--- src/hdl/smr_pkg.sv ---
// Package for the mode register file: register addresses, field positions, reset values.
// Assumes a single 200 MHz core clock shared by both ends of the mode register link.
package smr_pkg;

  // ****************************************************************
  // Register addresses
  // ****************************************************************
  localparam logic [5:0] ADDR_DEVICE_INFO        = 6'h00;
  localparam logic [5:0] ADDR_DEVICE_FEATURE_ONE = 6'h01;
  localparam logic [5:0] ADDR_LATENCY_CONFIG     = 6'h02;
  localparam logic [5:0] ADDR_IO_CONFIG          = 6'h03;
  localparam logic [5:0] ADDR_REFRESH_TRAINING   = 6'h04;
  localparam logic [5:0] ADDR_MAKER_CODE         = 6'h05;
  localparam logic [5:0] ADDR_REVISION_ONE       = 6'h06;
  localparam logic [5:0] ADDR_REVISION_TWO       = 6'h07;
  localparam logic [5:0] ADDR_SIZE_WIDTH_INFO    = 6'h08;
  localparam logic [5:0] ADDR_VENDOR_TEST_MODE   = 6'h09;
  localparam logic [5:0] ADDR_IO_CALIBRATION     = 6'h0A;
  localparam logic [5:0] ADDR_TERMINATION_CTRL   = 6'h0B;
  localparam logic [5:0] ADDR_CA_REFERENCE       = 6'h0C;
  localparam logic [5:0] ADDR_REGISTER_CONTROL   = 6'h0D;
  localparam logic [5:0] ADDR_DQ_REFERENCE       = 6'h0E;
  localparam logic [5:0] ADDR_LOW_INVERT_MASK    = 6'h0F;
  localparam logic [5:0] ADDR_BANK_REFRESH_MASK  = 6'h10;
  localparam logic [5:0] ADDR_SEG_REFRESH_MASK   = 6'h11;
  localparam logic [5:0] ADDR_OSC_COUNT_LOW      = 6'h12;
  localparam logic [5:0] ADDR_OSC_COUNT_HIGH     = 6'h13;
  localparam logic [5:0] ADDR_HIGH_INVERT_MASK   = 6'h14;
  localparam logic [5:0] ADDR_VENDOR_RESERVED    = 6'h15;
  localparam logic [5:0] ADDR_TERM_FEATURE_TWO   = 6'h16;
  localparam logic [5:0] ADDR_OSC_RUN_TIME       = 6'h17;
  localparam logic [5:0] ADDR_ROW_HAMMER_CTRL    = 6'h18;
  localparam logic [5:0] ADDR_REPAIR_RESOURCES   = 6'h19;
  localparam logic [5:0] ADDR_TEST_RESERVED_A    = 6'h1E;
  localparam logic [5:0] ADDR_FUTURE_RESERVED_1F = 6'h1F;
  localparam logic [5:0] ADDR_DQ_CAL_PATTERN_A   = 6'h20;
  localparam logic [5:0] ADDR_TEST_RESERVED_B    = 6'h27;
  localparam logic [5:0] ADDR_DQ_CAL_PATTERN_B   = 6'h28;

  // ****************************************************************
  // Reset values of the whole registers
  // ****************************************************************
  // Set point selects 00b in bits 7:6.
  localparam logic [7:0] RST_REGISTER_CONTROL = 8'h00;
  // Latency set A, write latency 000b, read latency 000b.
  localparam logic [7:0] RST_LATENCY_CONFIG   = 8'h00;
  // Write recovery 000b in bits 6:4.
  localparam logic [7:0] RST_FEATURE_ONE      = 8'h00;
  // Both inversion enables clear in bits 7:6.
  localparam logic [7:0] RST_IO_CONFIG        = 8'h00;
  // Both terminations off, bits 6:4 and 2:0.
  localparam logic [7:0] RST_TERMINATION      = 8'h00;
  // Range 1 in bit 6, value 001101b in bits 5:0.
  localparam logic [7:0] RST_CA_REFERENCE     = 8'h4D;
  localparam logic [7:0] RST_DQ_REFERENCE     = 8'h4D;

  // ****************************************************************
  // Field positions
  // ****************************************************************
  localparam int POS_OPERATING_SET_POINT = 7;
  localparam int POS_WRITE_SET_POINT     = 6;
  localparam int POS_WRITE_LATENCY_SET   = 6;

  // Bits that hold data; zero marks a reserved bit position.
  localparam logic [7:0] USED_DEVICE_INFO  = 8'h9B;
  localparam logic [7:0] USED_TERMINATION  = 8'h77;
  localparam logic [7:0] USED_REFERENCE    = 8'h7F;
  localparam logic [7:0] USED_IO_CAL       = 8'h01;

  // Access classes.
  typedef enum logic [1:0] {
    SMR_ACC_NONE = 2'h0,
    SMR_ACC_RO   = 2'h1,
    SMR_ACC_WO   = 2'h2,
    SMR_ACC_RW   = 2'h3
  } smr_access_e;

  // Access class and used-bit mask for one address.
  function automatic smr_access_e smr_access(input logic [5:0] addr);
    case (addr)
      ADDR_DEVICE_INFO, ADDR_MAKER_CODE, ADDR_REVISION_ONE, ADDR_REVISION_TWO,
      ADDR_SIZE_WIDTH_INFO, ADDR_OSC_COUNT_LOW, ADDR_OSC_COUNT_HIGH,
      ADDR_REPAIR_RESOURCES: smr_access = SMR_ACC_RO;
      ADDR_REFRESH_TRAINING, ADDR_CA_REFERENCE, ADDR_DQ_REFERENCE,
      ADDR_ROW_HAMMER_CTRL: smr_access = SMR_ACC_RW;
      ADDR_DEVICE_FEATURE_ONE, ADDR_LATENCY_CONFIG, ADDR_IO_CONFIG,
      ADDR_VENDOR_TEST_MODE, ADDR_IO_CALIBRATION, ADDR_TERMINATION_CTRL,
      ADDR_REGISTER_CONTROL, ADDR_LOW_INVERT_MASK, ADDR_BANK_REFRESH_MASK,
      ADDR_SEG_REFRESH_MASK, ADDR_HIGH_INVERT_MASK, ADDR_TERM_FEATURE_TWO,
      ADDR_OSC_RUN_TIME, ADDR_DQ_CAL_PATTERN_A, ADDR_DQ_CAL_PATTERN_B: smr_access = SMR_ACC_WO;
      default: smr_access = SMR_ACC_NONE;
    endcase
  endfunction

  function automatic logic [7:0] smr_used(input logic [5:0] addr);
    case (addr)
      ADDR_DEVICE_INFO:                      smr_used = USED_DEVICE_INFO;
      ADDR_TERMINATION_CTRL:                 smr_used = USED_TERMINATION;
      ADDR_CA_REFERENCE, ADDR_DQ_REFERENCE:  smr_used = USED_REFERENCE;
      ADDR_IO_CALIBRATION:                   smr_used = USED_IO_CAL;
      default:                               smr_used = 8'hFF;
    endcase
  endfunction

endpackage
--- src/hdl/smr_link_if.sv ---
// Interface joining the controller end and the device end of the mode register link.
// Assumes both ends run on the same core clock; data is one byte per command.
`timescale 1ns/1ps
interface smr_link_if;
  logic       cmdValid;
  logic       cmdWrite;
  logic [5:0] cmdAddr;
  logic [7:0] cmdData;
  logic       rdValid;
  logic [7:0] rdData;

  modport ctrl (output cmdValid, output cmdWrite, output cmdAddr, output cmdData,
                input rdValid, input rdData);
  modport dev  (input cmdValid, input cmdWrite, input cmdAddr, input cmdData,
                output rdValid, output rdData);
endinterface

--- src/hdl/smr_device.sv ---
// Device end of the mode register link: the mode register file with set point copies.
// Assumes the controller keeps reserved bits at zero and never writes reserved registers.
//
// Overview of operation
// Reset: set points 0, latencies and recovery zero
// Reset: inversion and termination disabled
// Reset: write latency set A selected
// Reset: command reference range 1, value 001101b
// Reset: data reference range 1, value 001101b
// Registers reached only by read/write commands
// Each register honours its access class
// Controller writes reserved bits as zero
// Reads return zero in reserved bits
// Reads of reserved/write-only registers undefined
// Controller never writes wholly reserved registers
// Writes to read-only registers change nothing
// Oscillator count readable at 12h and 13h
// Write-only invert masks at 0Fh, 14h
// Write-only calibration patterns at 20h, 28h
// Controller avoids reserved and do-not-use numbers (only writes are refused; reads of them are still issued)
// Set point copies: write select, operating select
// Six-bit address, eight data bits
`timescale 1ns/1ps
module smr_device
  import smr_pkg::*;
#(
  parameter logic [7:0] DEVICE_INFO_VALUE = 8'h00, // Arbitrary value.
  parameter logic [7:0] MAKER_CODE_VALUE  = 8'h5A, // Arbitrary value.
  parameter logic [7:0] REVISION_ONE      = 8'h01, // Arbitrary value.
  parameter logic [7:0] REVISION_TWO      = 8'h02, // Arbitrary value.
  parameter logic [7:0] SIZE_WIDTH_VALUE  = 8'h10, // Arbitrary value.
  parameter logic [7:0] REPAIR_VALUE      = 8'h00  // Arbitrary value.
) (
  // Clock and reset
  input  wire logic        core_clk,
  input  wire logic        reset_n,
  // Link to the controller
  smr_link_if.dev          link,
  // Status from the device core
  input  wire logic [15:0] oscCount,
  input  wire logic        rowHammerBusy,
  // Operating configuration to the device core
  output logic             operatingSetPoint,
  output logic             writeSetPoint,
  output logic             writeLatencySetSelect,
  output logic [2:0]       writeLatencyCode,
  output logic [2:0]       readLatencyCode,
  output logic [2:0]       writeRecoveryCode,
  output logic             writeInversionEnable,
  output logic             readInversionEnable,
  output logic [2:0]       cmdBusTermination,
  output logic [2:0]       dataTermination,
  output logic [6:0]       cmdReference,
  output logic [6:0]       dataReference,
  output logic [7:0]       lowByteInvert,
  output logic [7:0]       highByteInvert,
  output logic [7:0]       dqCalPatternA,
  output logic [7:0]       dqCalPatternB
);

  // ****************************************************************
  // State
  // ****************************************************************
  typedef struct packed {
    logic [1:0][7:0] featureOne;
    logic [1:0][7:0] latency;
    logic [1:0][7:0] ioConfig;
    logic [7:0]      refreshTraining;
    logic [7:0]      vendorTest;
    logic [7:0]      ioCal;
    logic [1:0][7:0] termination;
    logic [1:0][7:0] caReference;
    logic [7:0]      regControl;
    logic [1:0][7:0] dqReference;
    logic [7:0]      lowInvert;
    logic [7:0]      bankMask;
    logic [7:0]      segMask;
    logic [7:0]      highInvert;
    logic [1:0][7:0] termFeature;
    logic [7:0]      oscRunTime;
    logic [7:0]      rowHammer;
    logic [7:0]      patternA;
    logic [7:0]      patternB;
    logic [15:0]     oscSync1;
    logic [15:0]     oscSync2;
    logic [15:0]     oscSync3;
    logic [15:0]     oscStable;
    logic            rdValid;
    logic [7:0]      rdData;
  } smr_dev_s;

  smr_dev_s st_r;
  smr_dev_s st_nxt;

  logic       wrSel;
  logic       opSel;
  logic [7:0] wData;
  logic [7:0] rVal;
  logic       doWrite;

  assign wrSel = st_r.regControl[POS_WRITE_SET_POINT];
  assign opSel = st_r.regControl[POS_OPERATING_SET_POINT];

  // ****************************************************************
  // Command handling
  // ****************************************************************
  always_comb begin
    st_nxt = st_r;
    st_nxt.oscSync1 = oscCount;
    st_nxt.oscSync2 = st_r.oscSync1;
    st_nxt.oscSync3 = st_r.oscSync2;
    // The count is taken only when two synchronised samples agree, so a word caught mid-change is never read.
    // A count that changes on every clock never settles and keeps its last stable value.
    if (st_r.oscSync2 == st_r.oscSync3) begin
      st_nxt.oscStable = st_r.oscSync2;
    end
    // Byte data, reserved bits dropped
    wData = link.cmdData & smr_used(link.cmdAddr);
    // Commands only; access class gate
    doWrite = link.cmdValid && link.cmdWrite &&
              (smr_access(link.cmdAddr) == SMR_ACC_WO || smr_access(link.cmdAddr) == SMR_ACC_RW);
    // Read-only writes ignored
    if (doWrite) begin
      case (link.cmdAddr)
        // Write select picks copy
        ADDR_DEVICE_FEATURE_ONE: st_nxt.featureOne[wrSel]  = wData;
        ADDR_LATENCY_CONFIG:     st_nxt.latency[wrSel]     = wData;
        ADDR_IO_CONFIG:          st_nxt.ioConfig[wrSel]    = wData;
        ADDR_REFRESH_TRAINING:   st_nxt.refreshTraining    = wData;
        ADDR_VENDOR_TEST_MODE:   st_nxt.vendorTest         = wData;
        ADDR_IO_CALIBRATION:     st_nxt.ioCal              = wData;
        ADDR_TERMINATION_CTRL:   st_nxt.termination[wrSel] = wData;
        ADDR_CA_REFERENCE:       st_nxt.caReference[wrSel] = wData;
        ADDR_REGISTER_CONTROL:   st_nxt.regControl         = wData;
        ADDR_DQ_REFERENCE:       st_nxt.dqReference[wrSel] = wData;
        // Invert masks written
        ADDR_LOW_INVERT_MASK:    st_nxt.lowInvert          = wData;
        ADDR_HIGH_INVERT_MASK:   st_nxt.highInvert         = wData;
        ADDR_BANK_REFRESH_MASK:  st_nxt.bankMask           = wData;
        ADDR_SEG_REFRESH_MASK:   st_nxt.segMask            = wData;
        ADDR_TERM_FEATURE_TWO:   st_nxt.termFeature[wrSel] = wData;
        ADDR_OSC_RUN_TIME:       st_nxt.oscRunTime         = wData;
        ADDR_ROW_HAMMER_CTRL:    st_nxt.rowHammer          = wData;
        // Calibration patterns written
        ADDR_DQ_CAL_PATTERN_A:   st_nxt.patternA           = wData;
        ADDR_DQ_CAL_PATTERN_B:   st_nxt.patternB           = wData;
        default: begin
        end
      endcase
    end
    // Readable registers; write-only and reserved ones answer zero.
    case (link.cmdAddr)
      ADDR_DEVICE_INFO:      rVal = DEVICE_INFO_VALUE;
      ADDR_REFRESH_TRAINING: rVal = st_r.refreshTraining;
      ADDR_MAKER_CODE:       rVal = MAKER_CODE_VALUE;
      ADDR_REVISION_ONE:     rVal = REVISION_ONE;
      ADDR_REVISION_TWO:     rVal = REVISION_TWO;
      ADDR_SIZE_WIDTH_INFO:  rVal = SIZE_WIDTH_VALUE;
      // Write select picks copy for reads
      ADDR_CA_REFERENCE:     rVal = st_r.caReference[wrSel];
      ADDR_DQ_REFERENCE:     rVal = st_r.dqReference[wrSel];
      // Oscillator count bytes
      ADDR_OSC_COUNT_LOW:    rVal = st_r.oscStable[7:0];
      ADDR_OSC_COUNT_HIGH:   rVal = st_r.oscStable[15:8];
      ADDR_ROW_HAMMER_CTRL:  rVal = {st_r.rowHammer[7:1], rowHammerBusy};
      ADDR_REPAIR_RESOURCES: rVal = REPAIR_VALUE;
      // Undefined reads give zero
      default:               rVal = 8'h00;
    endcase
    // Read answer one cycle later
    st_nxt.rdValid = link.cmdValid && !link.cmdWrite;
    // Reserved bits read zero
    st_nxt.rdData  = (link.cmdValid && !link.cmdWrite) ? (rVal & smr_used(link.cmdAddr)) : 8'h00;
  end

  // ****************************************************************
  // Registers
  // ****************************************************************
  always_ff @(posedge core_clk or negedge reset_n) begin
    if (!reset_n) begin
      st_r <= '0;
      // Set points and write recovery defaults
      st_r.regControl  <= RST_REGISTER_CONTROL;
      st_r.featureOne  <= {2{RST_FEATURE_ONE}};
      // Latency set A
      st_r.latency     <= {2{RST_LATENCY_CONFIG}};
      // Inversion, termination off
      st_r.ioConfig    <= {2{RST_IO_CONFIG}};
      st_r.termination <= {2{RST_TERMINATION}};
      // Command reference default
      st_r.caReference <= {2{RST_CA_REFERENCE}};
      // Data reference default
      st_r.dqReference <= {2{RST_DQ_REFERENCE}};
    end else begin
      st_r <= st_nxt;
    end
  end

  // ****************************************************************
  // Outputs
  // ****************************************************************
  // Operate from operating copy
  assign operatingSetPoint     = opSel;
  assign writeSetPoint         = wrSel;
  assign writeLatencySetSelect = st_r.latency[opSel][POS_WRITE_LATENCY_SET];
  assign writeLatencyCode      = st_r.latency[opSel][5:3];
  assign readLatencyCode       = st_r.latency[opSel][2:0];
  assign writeRecoveryCode     = st_r.featureOne[opSel][6:4];
  assign writeInversionEnable  = st_r.ioConfig[opSel][7];
  assign readInversionEnable   = st_r.ioConfig[opSel][6];
  assign cmdBusTermination     = st_r.termination[opSel][6:4];
  assign dataTermination       = st_r.termination[opSel][2:0];
  assign cmdReference          = st_r.caReference[opSel][6:0];
  assign dataReference         = st_r.dqReference[opSel][6:0];
  assign lowByteInvert         = st_r.lowInvert;
  assign highByteInvert        = st_r.highInvert;
  assign dqCalPatternA         = st_r.patternA;
  assign dqCalPatternB         = st_r.patternB;
  assign link.rdValid          = st_r.rdValid;
  assign link.rdData           = st_r.rdData;

endmodule

--- src/flat_wrapper.sv ---
// flat-port wrapper written by rule: the top's interface ports become plain ports
module smr_device_flat import smr_pkg::*;
#(
  parameter logic [7:0] DEVICE_INFO_VALUE = 8'h00,                    
  parameter logic [7:0] MAKER_CODE_VALUE  = 8'h5A,                    
  parameter logic [7:0] REVISION_ONE      = 8'h01,                    
  parameter logic [7:0] REVISION_TWO      = 8'h02,                    
  parameter logic [7:0] SIZE_WIDTH_VALUE  = 8'h10,                    
  parameter logic [7:0] REPAIR_VALUE      = 8'h00                     
)
  (core_clk, reset_n, oscCount, rowHammerBusy, operatingSetPoint, writeSetPoint, writeLatencySetSelect, writeLatencyCode, readLatencyCode, writeRecoveryCode, writeInversionEnable, readInversionEnable, cmdBusTermination, dataTermination, cmdReference, dataReference, lowByteInvert, highByteInvert, dqCalPatternA, dqCalPatternB, link_cmdValid, link_cmdWrite, link_cmdAddr, link_cmdData, link_rdValid, link_rdData);
  smr_link_if link_i ();
  input  wire logic core_clk;
  input  wire logic reset_n;
  input  wire logic [15:0] oscCount;
  input  wire logic rowHammerBusy;
  output logic operatingSetPoint;
  output logic writeSetPoint;
  output logic writeLatencySetSelect;
  output logic [2:0] writeLatencyCode;
  output logic [2:0] readLatencyCode;
  output logic [2:0] writeRecoveryCode;
  output logic writeInversionEnable;
  output logic readInversionEnable;
  output logic [2:0] cmdBusTermination;
  output logic [2:0] dataTermination;
  output logic [6:0] cmdReference;
  output logic [6:0] dataReference;
  output logic [7:0] lowByteInvert;
  output logic [7:0] highByteInvert;
  output logic [7:0] dqCalPatternA;
  output logic [7:0] dqCalPatternB;
  input wire logic [$bits(link_i.cmdValid)-1:0] link_cmdValid;
  input wire logic [$bits(link_i.cmdWrite)-1:0] link_cmdWrite;
  input wire logic [$bits(link_i.cmdAddr)-1:0] link_cmdAddr;
  input wire logic [$bits(link_i.cmdData)-1:0] link_cmdData;
  output wire logic [$bits(link_i.rdValid)-1:0] link_rdValid;
  output wire logic [$bits(link_i.rdData)-1:0] link_rdData;
  assign link_i.cmdValid = link_cmdValid;
  assign link_i.cmdWrite = link_cmdWrite;
  assign link_i.cmdAddr = link_cmdAddr;
  assign link_i.cmdData = link_cmdData;
  assign link_rdValid = link_i.rdValid;
  assign link_rdData = link_i.rdData;
  smr_device #(.DEVICE_INFO_VALUE(DEVICE_INFO_VALUE), .MAKER_CODE_VALUE(MAKER_CODE_VALUE), .REVISION_ONE(REVISION_ONE), .REVISION_TWO(REVISION_TWO), .SIZE_WIDTH_VALUE(SIZE_WIDTH_VALUE), .REPAIR_VALUE(REPAIR_VALUE)) u_core (.core_clk(core_clk), .reset_n(reset_n), .link(link_i), .oscCount(oscCount), .rowHammerBusy(rowHammerBusy), .operatingSetPoint(operatingSetPoint), .writeSetPoint(writeSetPoint), .writeLatencySetSelect(writeLatencySetSelect), .writeLatencyCode(writeLatencyCode), .readLatencyCode(readLatencyCode), .writeRecoveryCode(writeRecoveryCode), .writeInversionEnable(writeInversionEnable), .readInversionEnable(readInversionEnable), .cmdBusTermination(cmdBusTermination), .dataTermination(dataTermination), .cmdReference(cmdReference), .dataReference(dataReference), .lowByteInvert(lowByteInvert), .highByteInvert(highByteInvert), .dqCalPatternA(dqCalPatternA), .dqCalPatternB(dqCalPatternB));
endmodule
--- config.mk ---
export PLATFORM = sky130hd
export DESIGN_NAME = smr_device_flat
export DESIGN_NICKNAME = d
export VERILOG_FILES = /design/src/hdl/smr_pkg.sv /design/src/hdl/smr_link_if.sv /design/src/hdl/smr_device.sv /design/src/flat_wrapper.sv
export SDC_FILE = /design/constraint.sdc
export NUM_CORES = 1
export LEC_CHECK = 0
export BUFFER_PORTS_ARGS = -buffer_cell sky130_fd_sc_hd__buf_2
export CAP_MARGIN = 20
export CORE_ASPECT_RATIO = 1.5
export CORE_UTILIZATION = 40
export CTS_BUF_LIST = sky130_fd_sc_hd__clkbuf_4 sky130_fd_sc_hd__clkbuf_8
export DETAILED_ROUTE_END_ITERATION = 10
export HOLD_SLACK_MARGIN = 0.06
export PLACE_DENSITY = 0.63
export SETUP_SLACK_MARGIN = 0.15
export SYNTH_ARGS = -nofsm -noshare
export SYNTH_HDL_FRONTEND = slang
export SYNTH_SLANG_ARGS = --single-unit
--- constraint.sdc ---
create_clock -name core_clk -period 2.9 [get_ports core_clk]
set_clock_uncertainty 0.2 [all_clocks]
set_input_delay 0.29 -clock core_clk [delete_from_list [all_inputs] [get_ports core_clk]]
set_output_delay 0.29 -clock core_clk [all_outputs]
set_load 0.02 [all_outputs]
## Word level (Yosys, flattened, before mapping)

Memories as Yosys holds them, arrays and structs flattened.
Cells that the tools add are included.

| word-level totals | value |
|---|---|
| memory bits (writable) | 0 |
| input bits | 35 |
| memories | 2 |
| memory bits (read-only) | 256 |
| bits in latches | 0 |
| word-level logic and storage cells | 103 |
| output and inout bits | 75 |
| register bits | 225 |

| cells by class | value |
|---|---|
| magnitude comparators | 3 |
| shifts and indexed selects | 0 |
| equal/unequal tests | 23 |
| reduce and logical (&&, ||, !) cells | 21 |
| divide/modulo/power cells | 0 |
| muxes and demuxes | 27 |
| bitwise operators | 2 |
| $add $sub $neg | 0 |
| $mul | 0 |

Memories:

| memory | words | bits a word | rd ports | clocked after Yosys merged registers in | wr ports | line | text |
|---|---|---|---|---|---|---|---|
| (no name shown) | 64 | 2 | 1 | 0 | 0 | smr_pkg.sv:80 | `case (addr)` |
| (no name shown) | 64 | 2 | 1 | 0 | 0 | smr_pkg.sv:80 |  |

Operator list:

| cell | number |
|---|---|
| $bwmux 16 | 6 |
| $pmux 8 s10 | 1 |
| $mux 7 | 10 |
| $mux 8 | 8 |
| $eq 6x4->1 const B | 7 |
| $pmux 8 s4 | 1 |
| $reduce_and 2->1 | 13 |
| $eq 6x3->1 const B | 4 |
| $eq 6x5->1 const B | 4 |
| $and 8x8->8 | 2 |
| $eq 16x16->1 | 1 |
| $eq 6x2->1 const B | 2 |
| $eq 6x6->1 const B | 2 |
| $demux 8 s1 | 1 |
| $eq 6x1->1 const B | 1 |
| $logic_not 6->1 | 1 |
| $eq 2x2->1 const B | 2 |
| $logic_and 1x1->1 | 4 |
| $lt 1x2->1 const B | 2 |
| $reduce_or 2->1 | 1 |
| $ge 1x1->1 const B | 1 |
| $logic_not 1->1 | 1 |
| $logic_or 1x1->1 | 1 |

## Logic depth before layout (Yosys ltp)

| logic depth | value |
|---|---|
| depth after elaboration | 5 |
| depth in mapped cells | 7 |
| mapped depth without buffers | 4 |

## Worst setup path after synthesis

Ideal clock, no wire load.

| timing | value |
|---|---|
| path type | in2reg |
| start | input link_cmdAddr[3] |
| end | register u_core.st_r[225] (netlist name) |
| required time | 2575 ps |
| path slack | 746 ps |
| arrival time | 1829 ps |
| buffers on the path | 2 |
| stages | 5 |
| library setup time | 125 ps |
| cell sequence | or4b_1 -> buf_2 -> or4_4 -> buf_6 -> mux2_4 |

| between the ends | value |
|---|---|
| word-level cells in the longest chain between the ends | 5 |
| elaborated cells on any way between the ends | 8 |
| classes of those cells | eq/ne (3); reduce/logical (3); memory (2) |

RTL lines:

| item | line | text |
|---|---|---|
| from (decl) | flat_wrapper.sv:35 | `input wire logic [$bits(link_i.cmdAddr)-1:0] link_cmdAddr;` |
| $mem_v2 64x2 | -- |  |
| $eq 2x2->1 | smr_device.sv:121 | `(smr_access(link.cmdAddr) == SMR_ACC_WO \|\| smr_access(link.cmdAddr) == SMR_ACC_RW);` |
| $logic_or 1x1->1 | smr_device.sv:121 |  |
| $logic_and 1x1->1 | smr_device.sv:120 | `doWrite = link.cmdValid && link.cmdWrite &&` |
| $reduce_and 2->1 (no line) (*) | -- |  |
| to (signal assigned) | smr_device.sv:195 | `st_r <= st_nxt;` |
| to (decl) | smr_device.sv:92 | `smr_dev_s st_r;` |

Mark *: on every way between the ends. The rest lies on a longest branch, timed or not.
A chain may end at the register's enable or synchronous reset.

## Worst setup path in the final report

| timing | value |
|---|---|
| start | register u_core.st_r (netlist bit u_core.operatingSetPoint) |
| end | output cmdReference[6] |

| between the ends | value |
|---|---|
| word-level cells in the longest chain between the ends | 2 |

RTL lines:

| item | line | text |
|---|---|---|
| $mux 7 (implied by the code) (2 in series) | smr_device.sv:213 | `assign cmdReference = st_r.caReference[opSel][6:0];` |
| to (decl) | flat_wrapper.sv:27 | `output logic [6:0] cmdReference;` |

No other way between the ends. The select of a mux whose other input is x is not followed.

==> impl_metrics.ini <==
[yosys]
async_flop_share = 1.00
yosysWarnings = 0
synth.distinct_cells = 47
ys_dominant_reg_cell = dfrtp_1
synth_edf_count = 0
synth_seq_cells = 190
ys_top_cells_by_area = dfrtp_1, mux2_2, dfstp_2
synthTopCellsByCount = dfrtp_1, mux2_2, nand2_1, buf_4, clkbuf_1
yosysTopAreaCell = dfrtp_1
ys_seq_area_frac = 0.592
yosysTopAreaCellShare = 0.540
synth_cells = 609
synth_nets = 644
synthesis.area_sq_um = 8060
yosysMostFrequentCell = dfrtp_1
avgSynthCellArea_sq_um = 13.2

[sta]
rsz0062_at_grt = false
setup_tns_ns = 0
setup_viol = 0
period_share = 0.879
slew_violations = 0
timing.fmax_ghz = 0.392
maxSlewHeadroom = 0.493
hold_viol = 0
fin_crit_ns = 2.55
worstMarginPinSlew_ns = 0.757

[grt]
grt_usage = 0.179
antenna_found_initial = 1
grt_pass1_wl_microns = 28100
first_global_vias = 5104
gr-total-overflow = 0
grt_max_degree = 59

[routing]
wl_per_cell_microns = 18.1
final_antenna_net_count = 0
avgViaCountPerCell = 5.03
routed_wl_microns = 17700
dr.first_iter.drc_count = 218
firstDrtPassIters = 5
drc = 0
via_count = 4909

[die]
io_pins = 110
initial_core_util = 0.408
die_area_sq_um = 20700
die_y_microns = 176
die_width_microns = 118
rows = 63
core_area_sq_um = 19800

[clock_network]
cts_max_level = 4
ctsHoldBuffers = 23
clk_latency_ns = 0.46
postCtsSetupBuffers = 0
clockBufferDepth = 2
clk_pin_slew_ns = 0.10
cts_buffers = 17
clockRootBuffer = clkbuf_8
cts_resized = 0
clock-sinks = 190
cts_tree = built

[worst_setup_path]
critPathBufInv = 2
critical-path-slowest-cell = dfrtp_1
endpoint_kind = primary output
max_stage_delay_ns = 0.57
worstSetupPathType = reg -> out
cp.arrival_ns = 2.06
cp_cell_sequence = buf_4 -> mux2_2 -> buf_2
startpoint_type = register
critPathTopFamily = buffers and inverters
cp_data_required_time_ns = 2.41
crit_path_max_fanout = 26

[placed_design]
place_area_sq_um = 8610
io_buffers = 109
place_congestion = 0.897
hpwl_microns = 12700
dp.cells = 920

[power]
p_per_area_nw_per_um2 = 562
p_int_w = 0.00388
leakage_nw = 4.61
peakVddDrop_uv = 249
p_seq_frac = 0.548
pwr-share-comb = 0.091
power.total_w = 0.00521
pwr-share-clk = 0.361
p_sw_w = 0.00133
netSwitchingFraction = 0.255

[finish]
syn_to_final_growth_pct = 15.0
fillers = 1790
layout-drive-gt1-share = 0.432
fin_cells = 976
nets = 737
fin_area_sq_um = 9280

[run]
drv_cap = 0

[min_path]
hold_path_class = in -> reg

[status]
status = finished clean
==> worst paths after layout <==
kind                                                from                       to  slack [ns]  cells after the start
worst max-delay path            u_core.operatingSetPoint          cmdReference[6]        0.35                      3
worst min-delay path                     link_cmdData[6]         u_core.st_r[191]        0.11                      3
worst max register to register         u_core.st_nxt[26]          u_core.st_r[17]        0.96                      5
worst min register to register         u_core.st_nxt[42]        u_core.st_nxt[26]        0.15                      0
max in group asynchronous                        reset_n         u_core.st_r[188]        1.50                      3
min in group asynchronous                        reset_n  u_core.dqCalPatternA[5]        0.15                      2
==> state kept, by name, indices dropped and copies added, names as in the netlist <==
| name | cells |
|---|---|
| u_core.st_r | 115 |
| u_core.link.rdValid | 1 |
| u_core.dqCalPatternA | 8 |
| u_core.link.rdData | 8 |
| u_core.lowByteInvert | 8 |
| u_core.writeSetPoint | 1 |
| u_core.dqCalPatternB | 8 |
| u_core.st_nxt | 32 |
| u_core.operatingSetPoint | 1 |
| u_core.highByteInvert | 8 |
==> final cells by class <==
type,count,area (sq um),area share
inverter,4,15.0,0.00162
timing repair buffer,144,885,0.0954
tap,260,325,0.0351
antenna,1,2.50,0.000270
sequential,190,4770,0.515
multi-input combinational,345,2840,0.306
clock inverter,13,178,0.0192
clock buffer,19,255,0.0275
==> metrics by stage <==
| stage | setup WS, ns | utilization | hold slack, ns |
|---|---|---|---|
| 2_1_floorplan | 0.746 | - | -0.206 |
| 3_3_place_gp | 0.534 | 0.435 | 0.0943 |
| 3_5_place_dp | 0.477 | 0.435 | 0.0929 |
| 4_1_cts | 0.313 | 0.469 | 0.0784 |
| 5_1_grt | 0.263 | 0.469 | 0.0987 |
| 6_report | 0.352 | 0.469 | 0.106 |
==> placed cells by master (no fill, tap or decap), types with 3 or more instances in the layout <==
cell | netlist | final
a21oi_1 | 6 | 6
a22oi_1 | 11 | 11
a31oi_1 | 7 | 7
and2_1 | 10 | 10
buf_2 | 5 | 108
buf_4 | 40 | 11
bufinv_16 | 0 | 3
clkbuf_8 | 0 | 18
dfrtp_1 | 174 | 174
dfstp_2 | 16 | 16
dlygate4sd3_1 | 0 | 23
inv_1 | 4 | 4
inv_8 | 0 | 4
mux2_2 | 132 | 132
mux2i_1 | 17 | 17
nand2_1 | 43 | 43
nand2b_1 | 3 | 3
nand3_1 | 6 | 6
nand4_1 | 3 | 3
nor2_1 | 10 | 10
nor2b_1 | 8 | 8
nor3_1 | 7 | 7
nor4_1 | 4 | 4
o21ai_0 | 20 | 20
o21ai_1 | 7 | 7
o22a_1 | 8 | 8
xor2_1 | 16 | 16
==> worst min-delay path, stage by stage <==
cell     delay, ns
buf_2         0.10
nand2_1       0.22
o21ai_0       0.15
==> routing by layer <==
metal / up-vias / routed length [microns] / GRT usage
li1: 2292 / - / -
met1: 2474 / 7140 / 0.208
met2: 127 / 9460 / 0.318
met3: 16 / 722 / 0.0380
met4: 0 / 358 / 0.0764
met5: - / 0 / 0
==> cell families (layout without fill, tap and decap cells) <==
family                 after synthesis  count (layout)  share of synthesized area
AO/OA/AOI/OAI                       65              65                     0.0510
XOR/XNOR                            17              17                     0.0185
buffers and inverters               74             180                     0.0557
flip-flops                         190             190                      0.592
multiplexers                       150             150                      0.207
other                                0               1                          0
AND/OR/NAND/NOR                    113             113                     0.0754
==> power by group through the flow <==
stage | logic [W] | clock network (W) | registers [W]
after global routing | 0.000518 | 0.00205 | 0.00287
after detailed placement | 0.000455 | 0 | 0.00291
after global placement | 0.000445 | 0 | 0.00290
final | 0.000473 | 0.00188 | 0.00285
after floorplan | 0.000317 | 0 | 0.00289
after CTS | 0.000480 | 0.00193 | 0.00286
(Power assumes the default switching activity.)
